**src/scpi_status_pkg.sv**
```systemverilog
// Shared constants, command codes and bit layout of the status register groups
`default_nettype none
package scpi_status_pkg;
  localparam int unsigned REG_W = 16;
  localparam int unsigned STD_W = 8;
  // Operation group bit positions and implemented bits
  localparam int unsigned OPER_SCAN_BIT = 4;
  localparam int unsigned OPER_CFG_BIT = 8;
  localparam int unsigned OPER_MEM_BIT = 9;
  localparam logic [15:0] OPER_USED = 16'h0310;
  // Questionable group: all bits may be driven by the instrument
  localparam logic [15:0] QUES_USED = 16'hFFFF;
  // Standard event group: bits 1 and 6 unused, bit 7 is power on
  localparam logic [15:0] STD_USED = 16'h00BD;
  localparam int unsigned STD_PON_BIT = 7;
  // Alarm group: condition implements only the queue bit
  localparam int unsigned ALARM_QUEUE_BIT = 4;
  localparam logic [15:0] ALARM_USED = 16'h003F;
  // Status byte bit positions
  localparam int unsigned STB_ALARM_BIT = 1;
  localparam int unsigned STB_ERRQ_BIT = 2;
  localparam int unsigned STB_QUES_BIT = 3;
  localparam int unsigned STB_MAV_BIT = 4;
  localparam int unsigned STB_STD_BIT = 5;
  localparam int unsigned STB_MSS_BIT = 6;
  localparam int unsigned STB_OPER_BIT = 7;
  // Memory threshold range, in readings
  localparam logic [15:0] THR_MIN = 16'h0001;
  localparam logic [15:0] THR_MAX = 16'hC350;
  localparam logic [15:0] THR_DEFAULT = 16'h0001;
  localparam logic [15:0] ZERO16 = 16'h0000;
  // Host commands, one per status command or query
  typedef enum logic [4:0] {
    CMD_NOP, CMD_CLS, CMD_PRESET, CMD_FACTORY_RST, CMD_SERIAL_POLL,
    CMD_STB_Q, CMD_SRE_W, CMD_SRE_Q,
    CMD_OPER_COND_Q, CMD_OPER_EVT_Q, CMD_OPER_EN_W, CMD_OPER_EN_Q,
    CMD_QUES_COND_Q, CMD_QUES_EVT_Q, CMD_QUES_EN_W, CMD_QUES_EN_Q,
    CMD_ESR_Q, CMD_ESE_W, CMD_ESE_Q,
    CMD_ALARM_COND_Q, CMD_ALARM_EVT_Q, CMD_ALARM_EN_W, CMD_ALARM_EN_Q,
    CMD_THR_W, CMD_THR_Q
  } cmd_t;
endpackage
`default_nettype wire

```
**src/status_group_if.sv**
```systemverilog
// Control and state of one event/enable register group
`default_nettype none
interface status_group_if #(parameter int unsigned W = 16);
  logic [W-1:0] set;
  logic clr_event;
  logic en_we;
  logic en_clr;
  logic [W-1:0] en_wdata;
  logic [W-1:0] event_q;
  logic [W-1:0] enable_q;
  logic summary;
  modport ctrl (output set, output clr_event, output en_we, output en_clr,
    output en_wdata, input event_q, input enable_q, input summary);
  modport grp (input set, input clr_event, input en_we, input en_clr,
    input en_wdata, output event_q, output enable_q, output summary);
endinterface
`default_nettype wire

```
**src/scpi_status.sv**
```systemverilog
// Status register groups of the acquisition instrument, command driven
`default_nettype none
module scpi_status (
  input wire logic clock,
  input wire logic rst,
  input wire logic cmd_valid,
  input wire scpi_status_pkg::cmd_t cmd_op,
  input wire logic [15:0] cmd_data,
  input wire logic scan_running,
  input wire logic panel_cfg_change,
  input wire logic [15:0] reading_count,
  input wire logic [15:0] ques_cond_in,
  input wire logic [7:0] std_event_in,
  input wire logic [15:0] alarm_event_in,
  input wire logic alarm_queue_not_empty,
  input wire logic error_queue_not_empty,
  input wire logic message_available,
  output logic resp_valid,
  output logic [15:0] resp_data,
  output logic [7:0] status_byte,
  output logic service_request
);
  // Register group carriers, one per group
  status_group_if #(.W(scpi_status_pkg::REG_W)) oper_if ();
  status_group_if #(.W(scpi_status_pkg::REG_W)) ques_if ();
  status_group_if #(.W(scpi_status_pkg::REG_W)) std_if ();
  status_group_if #(.W(scpi_status_pkg::REG_W)) alarm_if ();

  // Group-wide command strobes
  logic do_cls;
  logic do_preset;
  logic do_factory;
  logic do_poll;

  // Operation condition state
  logic cfg_q;
  logic scan_start;
  logic [15:0] oper_cond_d;
  logic [15:0] oper_cond_q;

  // Questionable condition and its edge history
  logic [15:0] ques_cond_q;
  logic [15:0] ques_prev_q;

  // Alarm condition, queue edge history and event sources
  logic [15:0] alarm_cond_d;
  logic [15:0] alarm_cond_q;
  logic alarm_prev_q;
  logic [15:0] alarm_set_d;

  // Standard event sources plus the power-on marker
  logic pon_q;
  logic [15:0] std_set_d;

  // Status byte, its enable mask and the request edge
  logic [7:0] sre_q;
  logic [7:0] stb_base;
  logic [7:0] stb_d;
  logic [7:0] poll_d;
  logic mss_d;
  logic mss_q;

  // Memory threshold
  logic thr_we;
  logic [15:0] thr_q;
  logic level_q;

  // Query answer before it is registered
  logic [15:0] resp_d;
  logic query_d;

  // One strobe per group-wide command; only a valid command counts
  assign do_cls = cmd_valid && (cmd_op == scpi_status_pkg::CMD_CLS);
  assign do_preset = cmd_valid && (cmd_op == scpi_status_pkg::CMD_PRESET);
  assign do_factory = cmd_valid && (cmd_op == scpi_status_pkg::CMD_FACTORY_RST);
  assign do_poll = cmd_valid && (cmd_op == scpi_status_pkg::CMD_SERIAL_POLL);
  assign thr_we = cmd_valid && (cmd_op == scpi_status_pkg::CMD_THR_W);

  // Panel edit flag; an edit in the scan-start cycle wins over the clear
  always_ff @(posedge clock)
  begin
    if (rst)
      cfg_q <= 1'b0;
    else if (panel_cfg_change)
      cfg_q <= 1'b1;
    else if (scan_start)
      cfg_q <= 1'b0;
  end

  // Rising edge of the running input marks a new scan
  assign scan_start = scan_running && !oper_cond_q[scpi_status_pkg::OPER_SCAN_BIT];

  // Operation condition; unused positions stay zero
  always_comb
  begin
    oper_cond_d = scpi_status_pkg::ZERO16;
    oper_cond_d[scpi_status_pkg::OPER_SCAN_BIT] = scan_running;
    oper_cond_d[scpi_status_pkg::OPER_CFG_BIT] = cfg_q;
    oper_cond_d[scpi_status_pkg::OPER_MEM_BIT] = level_q;
  end

  // Condition register, also the edge history of the event bits
  always_ff @(posedge clock)
  begin
    if (rst)
      oper_cond_q <= scpi_status_pkg::ZERO16;
    else
      oper_cond_q <= oper_cond_d;
  end

  // Events latch on rising condition bits, so a held threshold fires once
  assign oper_if.set = oper_cond_d & ~oper_cond_q;
  assign oper_if.clr_event = do_cls ||
    (cmd_valid && (cmd_op == scpi_status_pkg::CMD_OPER_EVT_Q));
  assign oper_if.en_we = cmd_valid && (cmd_op == scpi_status_pkg::CMD_OPER_EN_W);
  assign oper_if.en_clr = do_preset;
  assign oper_if.en_wdata = cmd_data;

  // Operation group
  status_group #(
    .USED(scpi_status_pkg::OPER_USED)
  ) u_oper (
    .clock(clock),
    .rst(rst),
    .g(oper_if)
  );

  // Memory threshold store and level detector
  mem_threshold u_thr (
    .clock(clock),
    .rst(rst),
    .thr_we(thr_we),
    .thr_wdata(cmd_data),
    .reading_count(reading_count),
    .thr_q(thr_q),
    .level_q(level_q)
  );

  // Questionable condition mirrors its inputs; factory reset blanks it
  // for one cycle only, since the inputs are live levels
  always_ff @(posedge clock)
  begin
    if (rst || do_factory)
      ques_cond_q <= scpi_status_pkg::ZERO16;
    else
      ques_cond_q <= ques_cond_in;
  end

  // Edge history kept apart so a factory reset raises no false events
  always_ff @(posedge clock)
  begin
    if (rst)
      ques_prev_q <= scpi_status_pkg::ZERO16;
    else
      ques_prev_q <= ques_cond_in;
  end

  // Questionable events latch until queried or cleared
  assign ques_if.set = ques_cond_in & ~ques_prev_q;
  assign ques_if.clr_event = do_cls ||
    (cmd_valid && (cmd_op == scpi_status_pkg::CMD_QUES_EVT_Q));
  assign ques_if.en_we = cmd_valid && (cmd_op == scpi_status_pkg::CMD_QUES_EN_W);
  assign ques_if.en_clr = do_preset;
  assign ques_if.en_wdata = cmd_data;

  // Questionable group
  status_group #(
    .USED(scpi_status_pkg::QUES_USED)
  ) u_ques (
    .clock(clock),
    .rst(rst),
    .g(ques_if)
  );

  // Power-on marker stands for the first cycle after reset
  always_ff @(posedge clock)
  begin
    if (rst)
      pon_q <= 1'b1;
    else
      pon_q <= 1'b0;
  end

  // Standard event sources; the marker joins the power-on position
  always_comb
  begin
    std_set_d = scpi_status_pkg::ZERO16;
    std_set_d[7:0] = std_event_in;
    std_set_d[scpi_status_pkg::STD_PON_BIT] = std_event_in[scpi_status_pkg::STD_PON_BIT] || pon_q;
  end

  // Only clear-status empties the standard events; a query leaves them
  assign std_if.set = std_set_d;
  assign std_if.clr_event = do_cls;
  assign std_if.en_we = cmd_valid && (cmd_op == scpi_status_pkg::CMD_ESE_W);
  assign std_if.en_clr = 1'b0;
  assign std_if.en_wdata = cmd_data;

  // Standard event group
  status_group #(
    .USED(scpi_status_pkg::STD_USED)
  ) u_std (
    .clock(clock),
    .rst(rst),
    .g(std_if)
  );

  // Alarm condition holds only the queue flag
  always_comb
  begin
    alarm_cond_d = scpi_status_pkg::ZERO16;
    alarm_cond_d[scpi_status_pkg::ALARM_QUEUE_BIT] = alarm_queue_not_empty;
  end

  // Alarm condition register
  always_ff @(posedge clock)
  begin
    if (rst || do_factory)
      alarm_cond_q <= scpi_status_pkg::ZERO16;
    else
      alarm_cond_q <= alarm_cond_d;
  end

  // Queue flag history for its event edge
  always_ff @(posedge clock)
  begin
    if (rst)
      alarm_prev_q <= 1'b0;
    else
      alarm_prev_q <= alarm_queue_not_empty;
  end

  // Limit alarms arrive as pulses; the queue bit latches on its rise
  always_comb
  begin
    alarm_set_d = alarm_event_in;
    alarm_set_d[scpi_status_pkg::ALARM_QUEUE_BIT] =
      alarm_event_in[scpi_status_pkg::ALARM_QUEUE_BIT] ||
      (alarm_queue_not_empty && !alarm_prev_q);
  end

  // Alarm events latch until queried or cleared
  assign alarm_if.set = alarm_set_d;
  assign alarm_if.clr_event = do_cls ||
    (cmd_valid && (cmd_op == scpi_status_pkg::CMD_ALARM_EVT_Q));
  assign alarm_if.en_we = cmd_valid && (cmd_op == scpi_status_pkg::CMD_ALARM_EN_W);
  assign alarm_if.en_clr = do_preset;
  assign alarm_if.en_wdata = cmd_data;

  // Alarm group
  status_group #(
    .USED(scpi_status_pkg::ALARM_USED)
  ) u_alarm (
    .clock(clock),
    .rst(rst),
    .g(alarm_if)
  );

  // Status byte enable; neither clear-status nor preset touches it
  always_ff @(posedge clock)
  begin
    if (rst)
      sre_q <= 8'h00;
    else if (cmd_valid && (cmd_op == scpi_status_pkg::CMD_SRE_W))
      sre_q <= cmd_data[7:0];
  end

  // Status byte; the master summary position never feeds itself
  always_comb
  begin
    stb_base = 8'h00;
    stb_base[scpi_status_pkg::STB_ALARM_BIT] = alarm_if.summary;
    stb_base[scpi_status_pkg::STB_ERRQ_BIT] = error_queue_not_empty;
    stb_base[scpi_status_pkg::STB_QUES_BIT] = ques_if.summary;
    stb_base[scpi_status_pkg::STB_MAV_BIT] = message_available;
    stb_base[scpi_status_pkg::STB_STD_BIT] = std_if.summary;
    stb_base[scpi_status_pkg::STB_OPER_BIT] = oper_if.summary;
    mss_d = |(stb_base & sre_q);
    stb_d = stb_base;
    stb_d[scpi_status_pkg::STB_MSS_BIT] = mss_d;
    poll_d = stb_base;
    poll_d[scpi_status_pkg::STB_MSS_BIT] = service_request;
  end

  // Summary history for the request edge
  always_ff @(posedge clock)
  begin
    if (rst)
      mss_q <= 1'b0;
    else
      mss_q <= mss_d;
  end

  // Request latch; a new summary edge beats a poll in the same cycle
  always_ff @(posedge clock)
  begin
    if (rst)
      service_request <= 1'b0;
    else if (mss_d && !mss_q)
      service_request <= 1'b1;
    else if (do_poll)
      service_request <= 1'b0;
  end

  // Registered status byte for the outside
  always_ff @(posedge clock)
  begin
    if (rst)
      status_byte <= 8'h00;
    else
      status_byte <= stb_d;
  end

  // Query decode; reads change nothing but the event clears and the serial-poll request clear above
  always_comb
  begin
    resp_d = scpi_status_pkg::ZERO16;
    query_d = 1'b1;
    case (cmd_op)
      scpi_status_pkg::CMD_SERIAL_POLL: resp_d = {8'h00, poll_d};
      scpi_status_pkg::CMD_STB_Q: resp_d = {8'h00, stb_d};
      scpi_status_pkg::CMD_SRE_Q: resp_d = {8'h00, sre_q};
      scpi_status_pkg::CMD_OPER_COND_Q: resp_d = oper_cond_q;
      scpi_status_pkg::CMD_OPER_EVT_Q: resp_d = oper_if.event_q;
      scpi_status_pkg::CMD_OPER_EN_Q: resp_d = oper_if.enable_q;
      scpi_status_pkg::CMD_QUES_COND_Q: resp_d = ques_cond_q;
      scpi_status_pkg::CMD_QUES_EVT_Q: resp_d = ques_if.event_q;
      scpi_status_pkg::CMD_QUES_EN_Q: resp_d = ques_if.enable_q;
      scpi_status_pkg::CMD_ESR_Q: resp_d = std_if.event_q;
      scpi_status_pkg::CMD_ESE_Q: resp_d = std_if.enable_q;
      scpi_status_pkg::CMD_ALARM_COND_Q: resp_d = alarm_cond_q;
      scpi_status_pkg::CMD_ALARM_EVT_Q: resp_d = alarm_if.event_q;
      scpi_status_pkg::CMD_ALARM_EN_Q: resp_d = alarm_if.enable_q;
      scpi_status_pkg::CMD_THR_Q: resp_d = thr_q;
      default: query_d = 1'b0;
    endcase
  end

  // Answer strobe stands one cycle after the command
  always_ff @(posedge clock)
  begin
    if (rst)
      resp_valid <= 1'b0;
    else
      resp_valid <= cmd_valid && query_d;
  end

  // Answer data holds until the next query
  always_ff @(posedge clock)
  begin
    if (rst)
      resp_data <= scpi_status_pkg::ZERO16;
    else if (cmd_valid && query_d)
      resp_data <= resp_d;
  end

  // Scan bit tracks the running input one cycle later
  property p_scan_follows;
    @(posedge clock) disable iff (rst)
    1'b1 |=> oper_cond_q[scpi_status_pkg::OPER_SCAN_BIT] == $past(scan_running);
  endproperty
  a_scan_follows: assert property (p_scan_follows) else $error("scan bit lags");

  // A scan start with no edit in the same cycle drops the edit flag
  property p_cfg_cleared;
    @(posedge clock) disable iff (rst)
    scan_start && !panel_cfg_change |=> !cfg_q;
  endproperty
  a_cfg_cleared: assert property (p_cfg_cleared) else $error("edit flag kept");

  // A held threshold level raises no second event
  property p_mem_once;
    @(posedge clock) disable iff (rst)
    oper_cond_q[scpi_status_pkg::OPER_MEM_BIT] && level_q
      |=> !oper_if.set[scpi_status_pkg::OPER_MEM_BIT];
  endproperty
  a_mem_once: assert property (p_mem_once) else $error("threshold refired");

  // Unused operation positions never carry a one
  property p_oper_unused;
    @(posedge clock) disable iff (rst)
    ((oper_if.event_q | oper_cond_q) & ~scpi_status_pkg::OPER_USED) == scpi_status_pkg::ZERO16;
  endproperty
  a_oper_unused: assert property (p_oper_unused) else $error("unused bit set");

  // Status byte query reports the live master summary
  property p_stb_keeps_mss;
    @(posedge clock) disable iff (rst)
    cmd_valid && (cmd_op == scpi_status_pkg::CMD_STB_Q)
      |=> resp_valid && (resp_data[scpi_status_pkg::STB_MSS_BIT] == $past(mss_d));
  endproperty
  a_stb_keeps_mss: assert property (p_stb_keeps_mss) else $error("summary lost");

  // Enable of the status byte moves only on its own write
  property p_sre_write_only;
    @(posedge clock) disable iff (rst)
    !(cmd_valid && (cmd_op == scpi_status_pkg::CMD_SRE_W)) |=> $stable(sre_q);
  endproperty
  a_sre_write_only: assert property (p_sre_write_only) else $error("enable moved");

  // Queue flag shows the queue state one cycle later
  property p_alarm_queue;
    @(posedge clock) disable iff (rst)
    !do_factory |=>
      alarm_cond_q[scpi_status_pkg::ALARM_QUEUE_BIT] == $past(alarm_queue_not_empty);
  endproperty
  a_alarm_queue: assert property (p_alarm_queue) else $error("queue flag wrong");
endmodule
`default_nettype wire

```
**src/status_group.sv**
```systemverilog
// One register group: latched event bits, enable mask and summary
`default_nettype none
module status_group #(
  parameter logic [15:0] USED = 16'hFFFF
) (
  input wire logic clock,
  input wire logic rst,
  status_group_if.grp g
);
  logic [15:0] ev_q;
  logic [15:0] en_q;

  // Event latches; a set in the clearing cycle survives the clear
  for (genvar i = 0; i < 16; i++)
  begin : g_bit
    always_ff @(posedge clock)
    begin
      if (rst || !USED[i])
        ev_q[i] <= 1'b0;
      else if (g.set[i])
        ev_q[i] <= 1'b1;
      else if (g.clr_event)
        ev_q[i] <= 1'b0;
    end
  end

  // Enable mask; stored as written so a query returns the same sum
  always_ff @(posedge clock)
  begin
    if (rst)
      en_q <= scpi_status_pkg::ZERO16;
    else if (g.en_clr)
      en_q <= scpi_status_pkg::ZERO16;
    else if (g.en_we)
      en_q <= g.en_wdata;
  end

  assign g.event_q = ev_q;
  assign g.enable_q = en_q;
  // Combinational so it follows either register at once
  assign g.summary = |(ev_q & en_q);

  property p_latch_holds;
    @(posedge clock) disable iff (rst)
    (ev_q != scpi_status_pkg::ZERO16) && !g.clr_event |=> ((ev_q & $past(ev_q)) == $past(ev_q));
  endproperty
  a_latch_holds: assert property (p_latch_holds) else $error("event bit lost");
endmodule
`default_nettype wire

```
**src/mem_threshold.sv**
```systemverilog
// Memory threshold register and re-arming threshold detector
`default_nettype none
module mem_threshold (
  input wire logic clock,
  input wire logic rst,
  input wire logic thr_we,
  input wire logic [15:0] thr_wdata,
  input wire logic [15:0] reading_count,
  output logic [15:0] thr_q,
  output logic level_q
);
  // Threshold store, clamped to the legal reading range
  always_ff @(posedge clock)
  begin
    if (rst)
      thr_q <= scpi_status_pkg::THR_DEFAULT;
    else if (thr_we)
    begin
      if (thr_wdata < scpi_status_pkg::THR_MIN)
        thr_q <= scpi_status_pkg::THR_MIN;
      else if (thr_wdata > scpi_status_pkg::THR_MAX)
        thr_q <= scpi_status_pkg::THR_MAX;
      else
        thr_q <= thr_wdata;
    end
  end

  // Level only; caller latches on its rising edge, so the count must
  // drop below the threshold before another event can fire
  always_ff @(posedge clock)
  begin
    if (rst)
      level_q <= 1'b0;
    else
      level_q <= (reading_count >= thr_q);
  end
endmodule
`default_nettype wire

```
**config.mk**
```make
export PLATFORM = sky130hd
export DESIGN_NAME = scpi_status
export DESIGN_NICKNAME = d
export VERILOG_FILES = /design/src/scpi_status_pkg.sv /design/src/status_group_if.sv /design/src/scpi_status.sv /design/src/status_group.sv /design/src/mem_threshold.sv
export SDC_FILE = /design/constraint.sdc
export NUM_CORES = 1
export LEC_CHECK = 0
export ABC_AREA = 0
export BUFFER_PORTS_ARGS = -buffer_cell sky130_fd_sc_hd__buf_2
export CAP_MARGIN = 20
export CORE_MARGIN = 8
export CORE_UTILIZATION = 57
export DETAILED_ROUTE_END_ITERATION = 10
export GPL_TIMING_DRIVEN = 1
export PLACE_DENSITY = 0.79
export RECOVER_POWER = 50
export REMOVE_ABC_BUFFERS = 1
export SLEW_MARGIN = 20
export SYNTH_ARGS = -nofsm -noshare
export SYNTH_HDL_FRONTEND = slang
export SYNTH_SLANG_ARGS = --single-unit
```
**constraint.sdc**
```tcl
create_clock -name clock -period 2.5 [get_ports clock]
set_clock_uncertainty 0.05 [all_clocks]
set_input_delay 0.5 -clock clock [delete_from_list [all_inputs] [get_ports clock]]
set_output_delay 0.5 -clock clock [all_outputs]
set_load 0.005 [all_outputs]
```
After elaboration in Yosys (flattened, before gate mapping):

Index checks and enable logic that the tools add are counted.

* multiplexer cells: 44
* bitwise gates (word level): 9
* order comparisons: 3
* eq/ne operators: 24
* reductions and logical operators: 66

Operators by type and width (number)
* case mux 16 bit (15 select lines): 1
* nonzero test 2 bit: 33
* OR reduction 16 bit: 4
* == test 5 bit (second input constant): 9
* 2-to-1 mux 1 bit: 41
* == test 5 x 4 -> 1 bit (second input constant): 8
* bitwise AND 16 bit: 2
* 2-to-1 mux 16 bit: 2
* == test 5 x 3 -> 1 bit (second input constant): 4
* logical AND 1 bit: 17
* bitwise AND 10 x 16 -> 16 bit: 1
* bitwise AND 6 x 16 -> 16 bit: 1
* bitwise AND 8 x 16 -> 16 bit: 1
* >= comparator 16 bit: 1
* > comparator 16 bit (second input constant): 1
* < comparator 16 x 1 -> 1 bit (second input constant): 1
* inverter 16 bit: 1
* OR reduction 15 bit: 1
* bitwise AND 10 bit: 1
* == test 5 x 2 -> 1 bit (second input constant): 2
* inverter 10 bit: 1
* bitwise AND 8 bit: 1
* OR reduction 8 bit: 1
* logical OR 1 bit: 6
* 3 further kinds: 5

* bits in registers: 201
* output and inout bits: 26
* input bits: 85
* logic and storage cells: 198

Depth between registers and ports, before layout:

Gate-level depths: netlist of run 1.

* depth after elaboration: 6
* gate-level depth with buffers: 9
* mapped depth without buffers: 8

Cells and area by module:

Synthesis of run 1 repeated with hierarchy kept, for this count alone.

* cells, all modules: 913
* area, all modules: 8645.8 µm²

Modules (own cells, without submodules)
* scpi_status: cells an instance 418, area each 3792.4 µm², times used 1
* status_group at u_alarm ...: cells an instance 92, area each 934.6 µm², times used 2
* status_group at u_ques: cells an instance 114, area each 1147.4 µm², times used 1
* mem_threshold: cells an instance 116, area each 1028.5 µm², times used 1
* status_group at u_oper: cells an instance 81, area each 808.3 µm², times used 1

Worst setup path after synthesis of run 1:

OpenSTA, ideal clock, no wires.

* kind: in2reg
* start point: in reading_count[0]
* end point: reg u_thr.level_q
* setup slack: 0.518 ns
* arrival: 1.836 ns
* library setup time: 0.095 ns
* cell stages on the path: 8
* required time: 2.355 ns
* cell sequence: inv_1 > ha_1 > nand2b_1 > a21o_1 > a21o_1 > a2111oi_0 > or4_1 > a221oi_1

* word-level cells in the longest chain between the ends: 1

RTL lines
* start: declaration: line scpi_status.sv:11 `input wire logic [15:0] reading_count,`
* >= comparator 16 bit: line mem_threshold.sv:35 `level_q <= (reading_count >= thr_q);`
* end signal: assignment: line mem_threshold.sv:35
* end: declaration: line mem_threshold.sv:10 `output logic level_q`

Every way passes these cells.
A chain may end at the register's enable or synchronous reset.

Worst setup path after layout of run 1:

* start point: in cmd_op[3]
* end point: reg u_ques.ev_q[1] (netlist: u_ques.g.event_q[1])

* word-level cells in the longest chain between the ends: 4

RTL lines
* start: declaration: line scpi_status.sv:7 `input wire scpi_status_pkg::cmd_t cmd_op,`
* == test 5 x 1 -> 1 bit / == test 5 x 4 -> 1 bit (equally long branches): line scpi_status.sv:73, scpi_status.sv:161
* logical AND 1 bit (on tied branches): line scpi_status.sv:73, scpi_status.sv:161
* logical OR 1 bit *: line scpi_status.sv:160 `assign ques_if.clr_event = do_cls ||`
* nonzero test 2 bit (no source line) *
* end signal: indexed assignment: line status_group.sv:19 `ev_q[i] <= 1'b0;`
* end signal: indexed assignment: line status_group.sv:21 `ev_q[i] <= 1'b1;`
* end signal: indexed assignment: line status_group.sv:23 `ev_q[i] <= 1'b0;`
* end: declaration: line status_group.sv:10 `logic [15:0] ev_q;`

Every way passes the cells marked *; elsewhere a longest branch is shown, timed or not.

==> results.cfg, run 1 <==
[sta]
setup_slack_ns = 0.1829
finalSetupTns_ns = 0
min_period_over_period = 0.9268
setup_violations = 0
hold_viol_final = 0
clock.fmax_mhz = 431.6
layout_min_cycle_time_ns = 2.317
worst_pin_slew_ns = 0.9117
drv_slew = 0
maxSlewHeadroom = 0.3922
rsz0062_at_grt = false

[power]
power_density_mw_per_mm2 = 711.4
ir_worst_vdd_v = 0.0005971
power.leakage_nw = 3.749

[critical_path]
cp-start-kind = primary input
critical_path.max_fanout = 15
end_kind = register
cp_data_arrival_time_ns = 2.64
path_class = in -> reg
critical_path_required_ns = 2.82
critPathSlowestCell = clkbuf_1
cp_cell_sequence = clkbuf_1 -> or2_1 -> nor2_1 -> buf_4 -> a221oi_2 -> buf_4 -> nand2_1 -> o21ai_1
crit_top_cell = buf_4
critPathMaxStageDelay_ns = 0.62

[cells_and_area]
fin_cells = 1182
nets = 1094
fill_cells = 1151
drive_above_1_share = 0.1690
mostFrequentLayoutCells = 184 x dfxtp_1, 124 x nand2_1, 92 x nor2_1
layout_commonest_cell = dfxtp_1
diodes = 0
fin_area_mm2 = 0.009107
syn_to_final_growth_pct = 18.17

[place]
dpl_worst_slack_ns = 0.1298
port_buffers = 97
dpl_cell_area_mm2 = 0.008544
place_congestion = 0.9984
place_inst = 1150
dp_hpwl_um = 17880

[routing]
vias_per_cell = 6.206
initialDrtViolationCount = 1009
ant_nets = 0
wl_per_cell_um = 20.99
dr.pass1.iters = 10
vias = 7335
wirelength_um = 24810
post-route-drc-count = 0

[yosys]
ys.flop_type = dfxtp_1
syn_area_mm2 = 0.007707
synthXorXnorAreaFrac = 0
synth-edff-count = 0
synth-seq-cells = 184
synth_fa_ha_area_frac = 0.02597
synth-simple-area-share = 0.2080
yosysUniqueCellTypes = 57
synth_compound_area_frac = 0.1968
synth_top_family_by_area = simple AND/OR/NAND/NOR gates
yosysSeqAreaShare = 0.4779
syn_avg_cell_area_um2 = 8.641
muxShareOfSynthArea = 0.03377
synth_warnings = 0
syn-instance-count = 892
async_flop_share = 0

[job]
max_cap_viol_count = 0

[run_status]
status = completed

[global_routing]
grt_pass1_wl_um = 38990
grt_usage = 0.2817
grt_max_degree = 49
grt_pass1_vias = 7297
antenna_found_initial = 0
grt_overflow = 0

[clock_tree]
cts.root.buffer_cell = clkbuf_16
clk_pin_slew_ns = 0.07
postCtsSetupBuffers = 0
cts_made_buffers = 17
clk-insertion-delay-late_ns = 0.44
htree_levels = 4
ctsResizeCount = 0
ctsHoldBuffers = 0
clk_path_buf_depth = 2
cts_sinks = 184
cts_tree = done

[die]
std_cell_rows = 42
core_area_mm2 = 0.01324
die-width_um = 132.3
io-pin-count = 111
die_area_mm2 = 0.01750
start_util = 0.5820
die_h_um = 132.3

[min_path]
hold_path_class = in -> reg
[report_power, final]
group	leakage [nW]	internal [mW]	switching (mW)	total (mW)
Combinational	1.93	0.186	0.313	0.499
Sequential	1.51	3.04	0.0812	3.12
Clock	0.311	1.62	1.24	2.86
Total	3.75	4.84	1.64	6.48
[cell type report]
cell class | count | area [um2] | share of cell area
clock buffers | 17 | 425.4 | 0.04671
clock inverters | 15 | 214.0 | 0.02349
inverters | 41 | 153.9 | 0.01690
multi-input cells | 605 | 3575 | 0.3925
flip-flops and latches | 184 | 3684 | 0.4045
well taps | 176 | 220.2 | 0.02418
repair buffers | 144 | 835.8 | 0.09177
[through the flow]
step | hold slack, ns | utilization | power, mW
after floorplan | 0.3413 | - | 3.373
after global placement | 0.3424 | 0.6452 | 3.665
after detailed placement | 0.3477 | 0.6452 | 3.679
after CTS | 0.2099 | 0.6935 | 6.489
after global routing | 0.2165 | 0.6877 | 6.664
final | 0.2131 | 0.6877 | 6.479
[state kept, by name (all words and copies together) (netlist names), 3 cells and up]
signal              flops
u_oper.g.enable_q      16
u_std.g.enable_q       16
ques_cond_q            16
u_thr.thr_q            16
u_alarm.g.enable_q     16
u_ques.g.enable_q      16
ques_prev_q            16
status_byte             7
resp_data              16
u_ques.g.event_q       16
u_std.g.event_q         6
sre_q                   8
oper_cond_q             3
u_oper.g.event_q        3
u_alarm.g.event_q       6
[per-layer routing]
metal,track usage,wire length [um]
met5,0,0
met4,0.1211,860
met3,0.08689,2960
met2,0.4409,11170
met1,0.3515,9817
[worst max-delay path, delay by kind of cell]
kind,cells,cell delay (ns)
and+or+nand+nor,3,0.63
buffers and inverters,3,1.11
AOI/OAI and AO/OA,2,0.36
[path summary, 6_finish.rpt]
kind	start	end	slack [ns]	cells past startpoint
max	cmd_op[3]	u_ques.g.event_q[1]	0.18	8
max reg2reg	u_thr.thr_q[0]	u_thr.level_q	0.32	7
min	std_event_in[3]	u_std.g.event_q[3]	0.21	3
min reg2reg	ques_prev_q[2]	u_ques.g.event_q[2]	0.36	1
[kinds of logic (layout without fill, tap and decap cells)]
group	Yosys count	count (layout)
buffers and inverters	103	217
other	1	1
multiplexers	26	26
adder cells (fa/ha/maj)	16	16
AO/OA/AOI/OAI	221	221
flip-flops	184	184
AND/OR/NAND/NOR	341	341
[synthesized netlist by cell type, types with 2 or more instances]
master | instances | area share
dfxtp_1 | 184 | 0.48
nand2_1 | 124 | 0.060
nor2_1 | 92 | 0.045
a21oi_1 | 74 | 0.048
inv_1 | 41 | 0.020
a22oi_1 | 33 | 0.032
clkbuf_1 | 31 | 0.015
nand3_1 | 30 | 0.019
mux2i_1 | 26 | 0.034
buf_2 | 22 | 0.014
nand2b_1 | 22 | 0.018
a22o_1 | 20 | 0.023
a221oi_1 | 18 | 0.020
o21ai_1 | 18 | 0.012
ha_1 | 16 | 0.026
a222oi_1 | 13 | 0.017
nor2b_1 | 13 | 0.011
nor3_1 | 12 | 0.0078
nand4_1 | 10 | 0.0081
o21ai_0 | 9 | 0.0058
nor3_2 | 7 | 0.0091
a31oi_1 | 6 | 0.0049
nor4_1 | 6 | 0.0049
and3_1 | 5 | 0.0041
buf_4 | 5 | 0.0049
a21o_1 | 4 | 0.0039
and2_1 | 4 | 0.0032
a311oi_1 | 3 | 0.0034
and4_1 | 3 | 0.0034
buf_1 | 3 | 0.0015
nor2_2 | 3 | 0.0024
o21bai_1 | 3 | 0.0029
a221o_1 | 2 | 0.0026
a32o_1 | 2 | 0.0026
a32oi_1 | 2 | 0.0023
a41oi_1 | 2 | 0.0023
o21a_1 | 2 | 0.0019
or2_1 | 2 | 0.0016
or3_1 | 2 | 0.0016
(Power assumes the default switching activity.)
==> inputs of run 2 (changes only) <==
CORE_UTILIZATION = 33   (was 57)
PLACE_DENSITY = 0.5   (was 0.79)
REMOVE_ABC_BUFFERS = default   (was 1)
SKIP_CTS_REPAIR_TIMING = 1   (was default)
==> run 2 against run 1 <==
The flow now finishes with violations (capacitance limit, slew limit); via count is 4.4% lower; die area is 63% higher; fmax is 11% higher; critical path type unchanged; worst setup slack better by 0.22 ns; final cell count is 12% higher; first-iteration DRC count is 32% lower; combinational power is 1% lower; worst hold slack better by 0.0054 ns; global-route usage is 9.0 points lower; critical endpoint is now resp_data[2]; routed wire length is 9.3% higher; clock power is 2% lower; clock-buffer cell count is 4 higher.
==> results.cfg, run 2 (synthesis gave the netlist of run 1 again) <==
[routing]
dr.pass1.iters = 5
ant_nets = 0
wirelength_um = 27120
vias = 7013
wl_per_cell_um = 20.45
initialDrtViolationCount = 688
vias_per_cell = 5.289
post-route-drc-count = 0

[sta]
clock.fmax_mhz = 477.1
hold_viol_final = 0
setup_slack_ns = 0.4038
rsz0062_at_grt = false
finalSetupTns_ns = 0
setup_violations = 0
hold-worst-slack_ns = 0.2184
drv_slew = 39
layout_min_cycle_time_ns = 2.096
worst_pin_slew_ns = 1.529
min_period_over_period = 0.8385
maxSlewHeadroom = -0.02120

[place]
place_inst = 1295
place_congestion = 0.9104
port_buffers = 97
dpl_worst_slack_ns = -0.04378
dp_hpwl_um = 20290

[clock_tree]
clk-insertion-delay-late_ns = 0.44
clk_path_buf_depth = 2
cts_sinks = 184
cts_made_buffers = 17
cts_tree = done
clk_pin_slew_ns = 0.06
cts.root.buffer_cell = clkbuf_16
htree_levels = 4

[global_routing]
grt_usage = 0.1921
antenna_found_initial = 0
grt_max_degree = 39
grt_overflow = 0
grt_pass1_wl_um = 41560
grt_pass1_vias = 6825

[min_path]
hold_path_class = in -> reg
hold_depth = 3

[cells_and_area]
fin_cells = 1326
nets = 1096
register_area_mm2 = 0.003684
layout_commonest_cell = dfxtp_1
syn_to_final_growth_pct = 20.44
multi_input_area_mm2 = 0.003575
fill_cells = 2415
diodes = 0
fin_util = 0.4002
drive_above_1_share = 0.1609
mostFrequentLayoutCells = 184 x dfxtp_1, 124 x nand2_1, 92 x nor2_1

[yosys]
syn-num-nets = 993

[die]
die_area_mm2 = 0.02850
core_area_mm2 = 0.02319
die_h_um = 168.8
io-pin-count = 111
std_cell_rows = 56
start_util = 0.3323
die-width_um = 168.8

[critical_path]
cp_cell_sequence = clkbuf_1 -> nand2b_1 -> nor3_4 -> buf_12 -> a22o_1 -> a221oi_1 -> and4_1 -> nor3_1
reg2reg_depth = 6
critical_path_required_ns = 2.72
critPathSlowestCell = clkbuf_1
critical_path.max_fanout = 16
path_buf_inv = 2
path_class = in -> reg
cp-start-kind = primary input
cp_data_arrival_time_ns = 2.32
reg2reg_slack_ns = 0.46
cp_top_family = simple AND/OR/NAND/NOR gates
critPathMaxStageDelay_ns = 0.38
end_kind = register
path_depth = 8

[power]
power.leakage_nw = 3.723
power_density_mw_per_mm2 = 693.5
ir_worst_vdd_v = 0.0004163

[job]
max_cap_viol_count = 1

[run_status]
status = complete, but fails checks
violations = capacitance limit, slew limit
## run 2: cell count changes in the layout (fill, tap and decap cells not counted), moves of 2 or more
cell and change:
buf_2 -8, clkbuf_1 +8, inv_6 -4, clkinv_8 -3, buf_4 +2, clkbuf_8 +2
clkinvlp_4 +2
## run 2: area by class of cell
| cell class | instances | share of cell area |
|---|---|---|
| Inverter | 41 | 0.01658 |
| Timing Repair Buffer | 146 | 0.09327 |
| Clock inverter | 10 | 0.01564 |
| Clock buffer | 21 | 0.04960 |
| Sequential cell | 184 | 0.3968 |
| Multi-Input combinational cell | 605 | 0.3851 |
| Tap cell | 319 | 0.04300 |
## run 2: worst paths after layout
| kind | startpoint | to |
|---|---|---|
| worst max-delay path | cmd_op[2] | resp_data[2] |
| worst min-delay path | alarm_event_in[1] | u_alarm.g.event_q[1] |
| worst max register to register | u_ques.g.event_q[0] | resp_data[6] |
| worst min register to register | ques_prev_q[8] | u_ques.g.event_q[8] |
## run 2: per-stage QoR
step                power, mW  area [um2]
global placement        3.699        8738
global route            6.670        9283
finish                  6.438        9283
CTS                     6.478        9344
floorplan               3.438        7707
detailed placement      3.702        8738
## run 2: report_power, final
group / switching, mW / internal (mW)
logic: 0.305 / 0.189
registers: 0.0938 / 3.04
clock network: 1.18 / 1.63
## run 2: routing by layer
| layer | track usage | vias to the layer above | part of all wire |
|---|---|---|---|
| li1 | - | 3364 | - |
| met1 | 0.2480 | 3339 | 0.43 |
| met3 | 0.03727 | 47 | 0.068 |
| met4 | 0.08113 | 0 | 0.030 |
| met5 | 0 | - | 0 |
| met2 | 0.3086 | 263 | 0.47 |
## run 2: worst min-delay path, stage by stage
cell	delay, ns
buf_2	0.07
a21oi_1	0.03
nor2_1	0.07
==> inputs of run 3 (changes only) <==
clock period = 2.1 ns   (was 2.5 ns; I/O delays follow)
==> run 3 against run 2 <==
The flow now finishes without violations; cell area rose by 4.4%; combinational power rose by 35%; via count rose by 2.5%; routed wire length is 2.8% higher; flip-flop and latch count is the same; worst setup slack got worse by 0.25 ns; sequential share of layout area down 1.6 points; first-iteration DRC count fell by 1.6%; critical endpoint is now u_thr.level_q; largest power group unchanged; highest routed layer is now met5.
==> results.cfg, run 3 (synthesis gave the netlist of run 1 again) <==
[sta]
setup_violations = 0
hold_viol_final = 0
setup_slack_ns = 0.1560
rsz0062_at_grt = false
worst_pin_slew_ns = 0.8355
finalSetupTns_ns = 0
min_period_over_period = 0.9257
clock.fmax_mhz = 514.4
layout_min_cycle_time_ns = 1.944
drv_slew = 0
maxSlewHeadroom = 0.4430

[place]
dp_hpwl_um = 21390
dpl_worst_slack_ns = -0.2067
place_congestion = 0.9173
port_buffers = 97

[critical_path]
critical_path.max_fanout = 2
path_class = reg -> reg
end_kind = register
cp_data_arrival_time_ns = 2.20
critical_path_required_ns = 2.36
cp-start-kind = register

[routing]
vias = 7191
post-route-drc-count = 0
vias_per_cell = 5.207
initialDrtViolationCount = 677
wirelength_um = 27880
wl_per_cell_um = 20.19
dr.pass1.iters = 5
ant_nets = 0

[global_routing]
antenna_found_initial = 1
grt_overflow = 0
grt_usage = 0.1949
grt_pass1_vias = 7000
grt_max_degree = 49
grt_pass1_wl_um = 42230

[power]
ir_worst_vdd_v = 0.0004161
power_density_mw_per_mm2 = 786.3
power.leakage_nw = 3.967
finalPower_mw = 7.620

[cells_and_area]
nets = 1150
diodes = 0
syn_to_final_growth_pct = 25.73
layout_commonest_cell = dfxtp_1
mostFrequentLayoutCells = 182 x dfxtp_1, 124 x nand2_1, 92 x nor2_1
fill_cells = 2426
drive_above_1_share = 0.2072

[die]
die-width_um = 168.8
std_cell_rows = 56
io-pin-count = 111
start_util = 0.3323
die_h_um = 168.8
die_area_mm2 = 0.02850
core_area_mm2 = 0.02319

[clock_tree]
clk-insertion-delay-late_ns = 0.44
cts.root.buffer_cell = clkbuf_16
cts_tree = done
clk_pin_slew_ns = 0.07
clk_path_buf_depth = 2
cts_sinks = 184
cts_made_buffers = 17
htree_levels = 4

[job]
max_cap_viol_count = 0

[run_status]
status = completed

[yosys]
syn-num-nets = 993

[min_path]
hold_path_class = in -> reg
[run 3: layout make-up]
cell class	instances	area, um2	share of cell area
repair buffers	200	1279	0.1320
well taps	319	399.1	0.04119
multi-input cells	605	3585	0.3699
inverters	41	153.9	0.01588
flip-flops and latches	184	3686	0.3804
clock buffers	19	442.9	0.04571
clock inverters	13	145.1	0.01498
[run 3: power by group]
group	switching [mW]	internal [mW]
Combinational	0.393	0.277
Clock	1.43	1.80
Sequential	0.103	3.62
[run 3: critical path, cell delays in order, from the launching register on]
cell	delay, ns
dfxtp_1	0.33
ha_1	0.26
nand2b_1	0.13
a21o_1	0.17
a21o_1	0.17
a2111oi_1	0.43
or4_1	0.21
a221oi_1	0.07
[run 3: worst paths after layout]
check / startpoint / depth (start not counted) / slack [ns] / to
hold / removal: alarm_event_in[1] / 3 / 0.14 / u_alarm.g.event_q[1]
setup / recovery: u_thr.thr_q[0] / 7 / 0.16 / u_thr.level_q
hold reg to reg: ques_prev_q[2] / 1 / 0.35 / u_ques.g.event_q[2]
setup reg to reg: u_thr.thr_q[0] / 7 / 0.16 / u_thr.level_q
[run 3: metal layers]
metal,wire length [um],vias to the layer above,share of wire,track usage
met1,12490,3468,0.45,0.2533
li1,-,3473,-,-
met3,1499,31,0.054,0.04146
met4,588,2,0.021,0.06017
met5,10,-,0.00036,0
met2,13290,217,0.48,0.3187
[run 3: through the flow]
step                      hold slack (ns)    util  std cells  area (um2)
final                              0.1405  0.4178       1381        9691
after global routing               0.1491  0.4178       1381        9691
after CTS                          0.1323  0.4212       1381        9769
after detailed placement           0.3481  0.3959       1349        9181
after global placement             0.3441  0.3959       1349        9181
after floorplan                    0.3414       -        892        7707
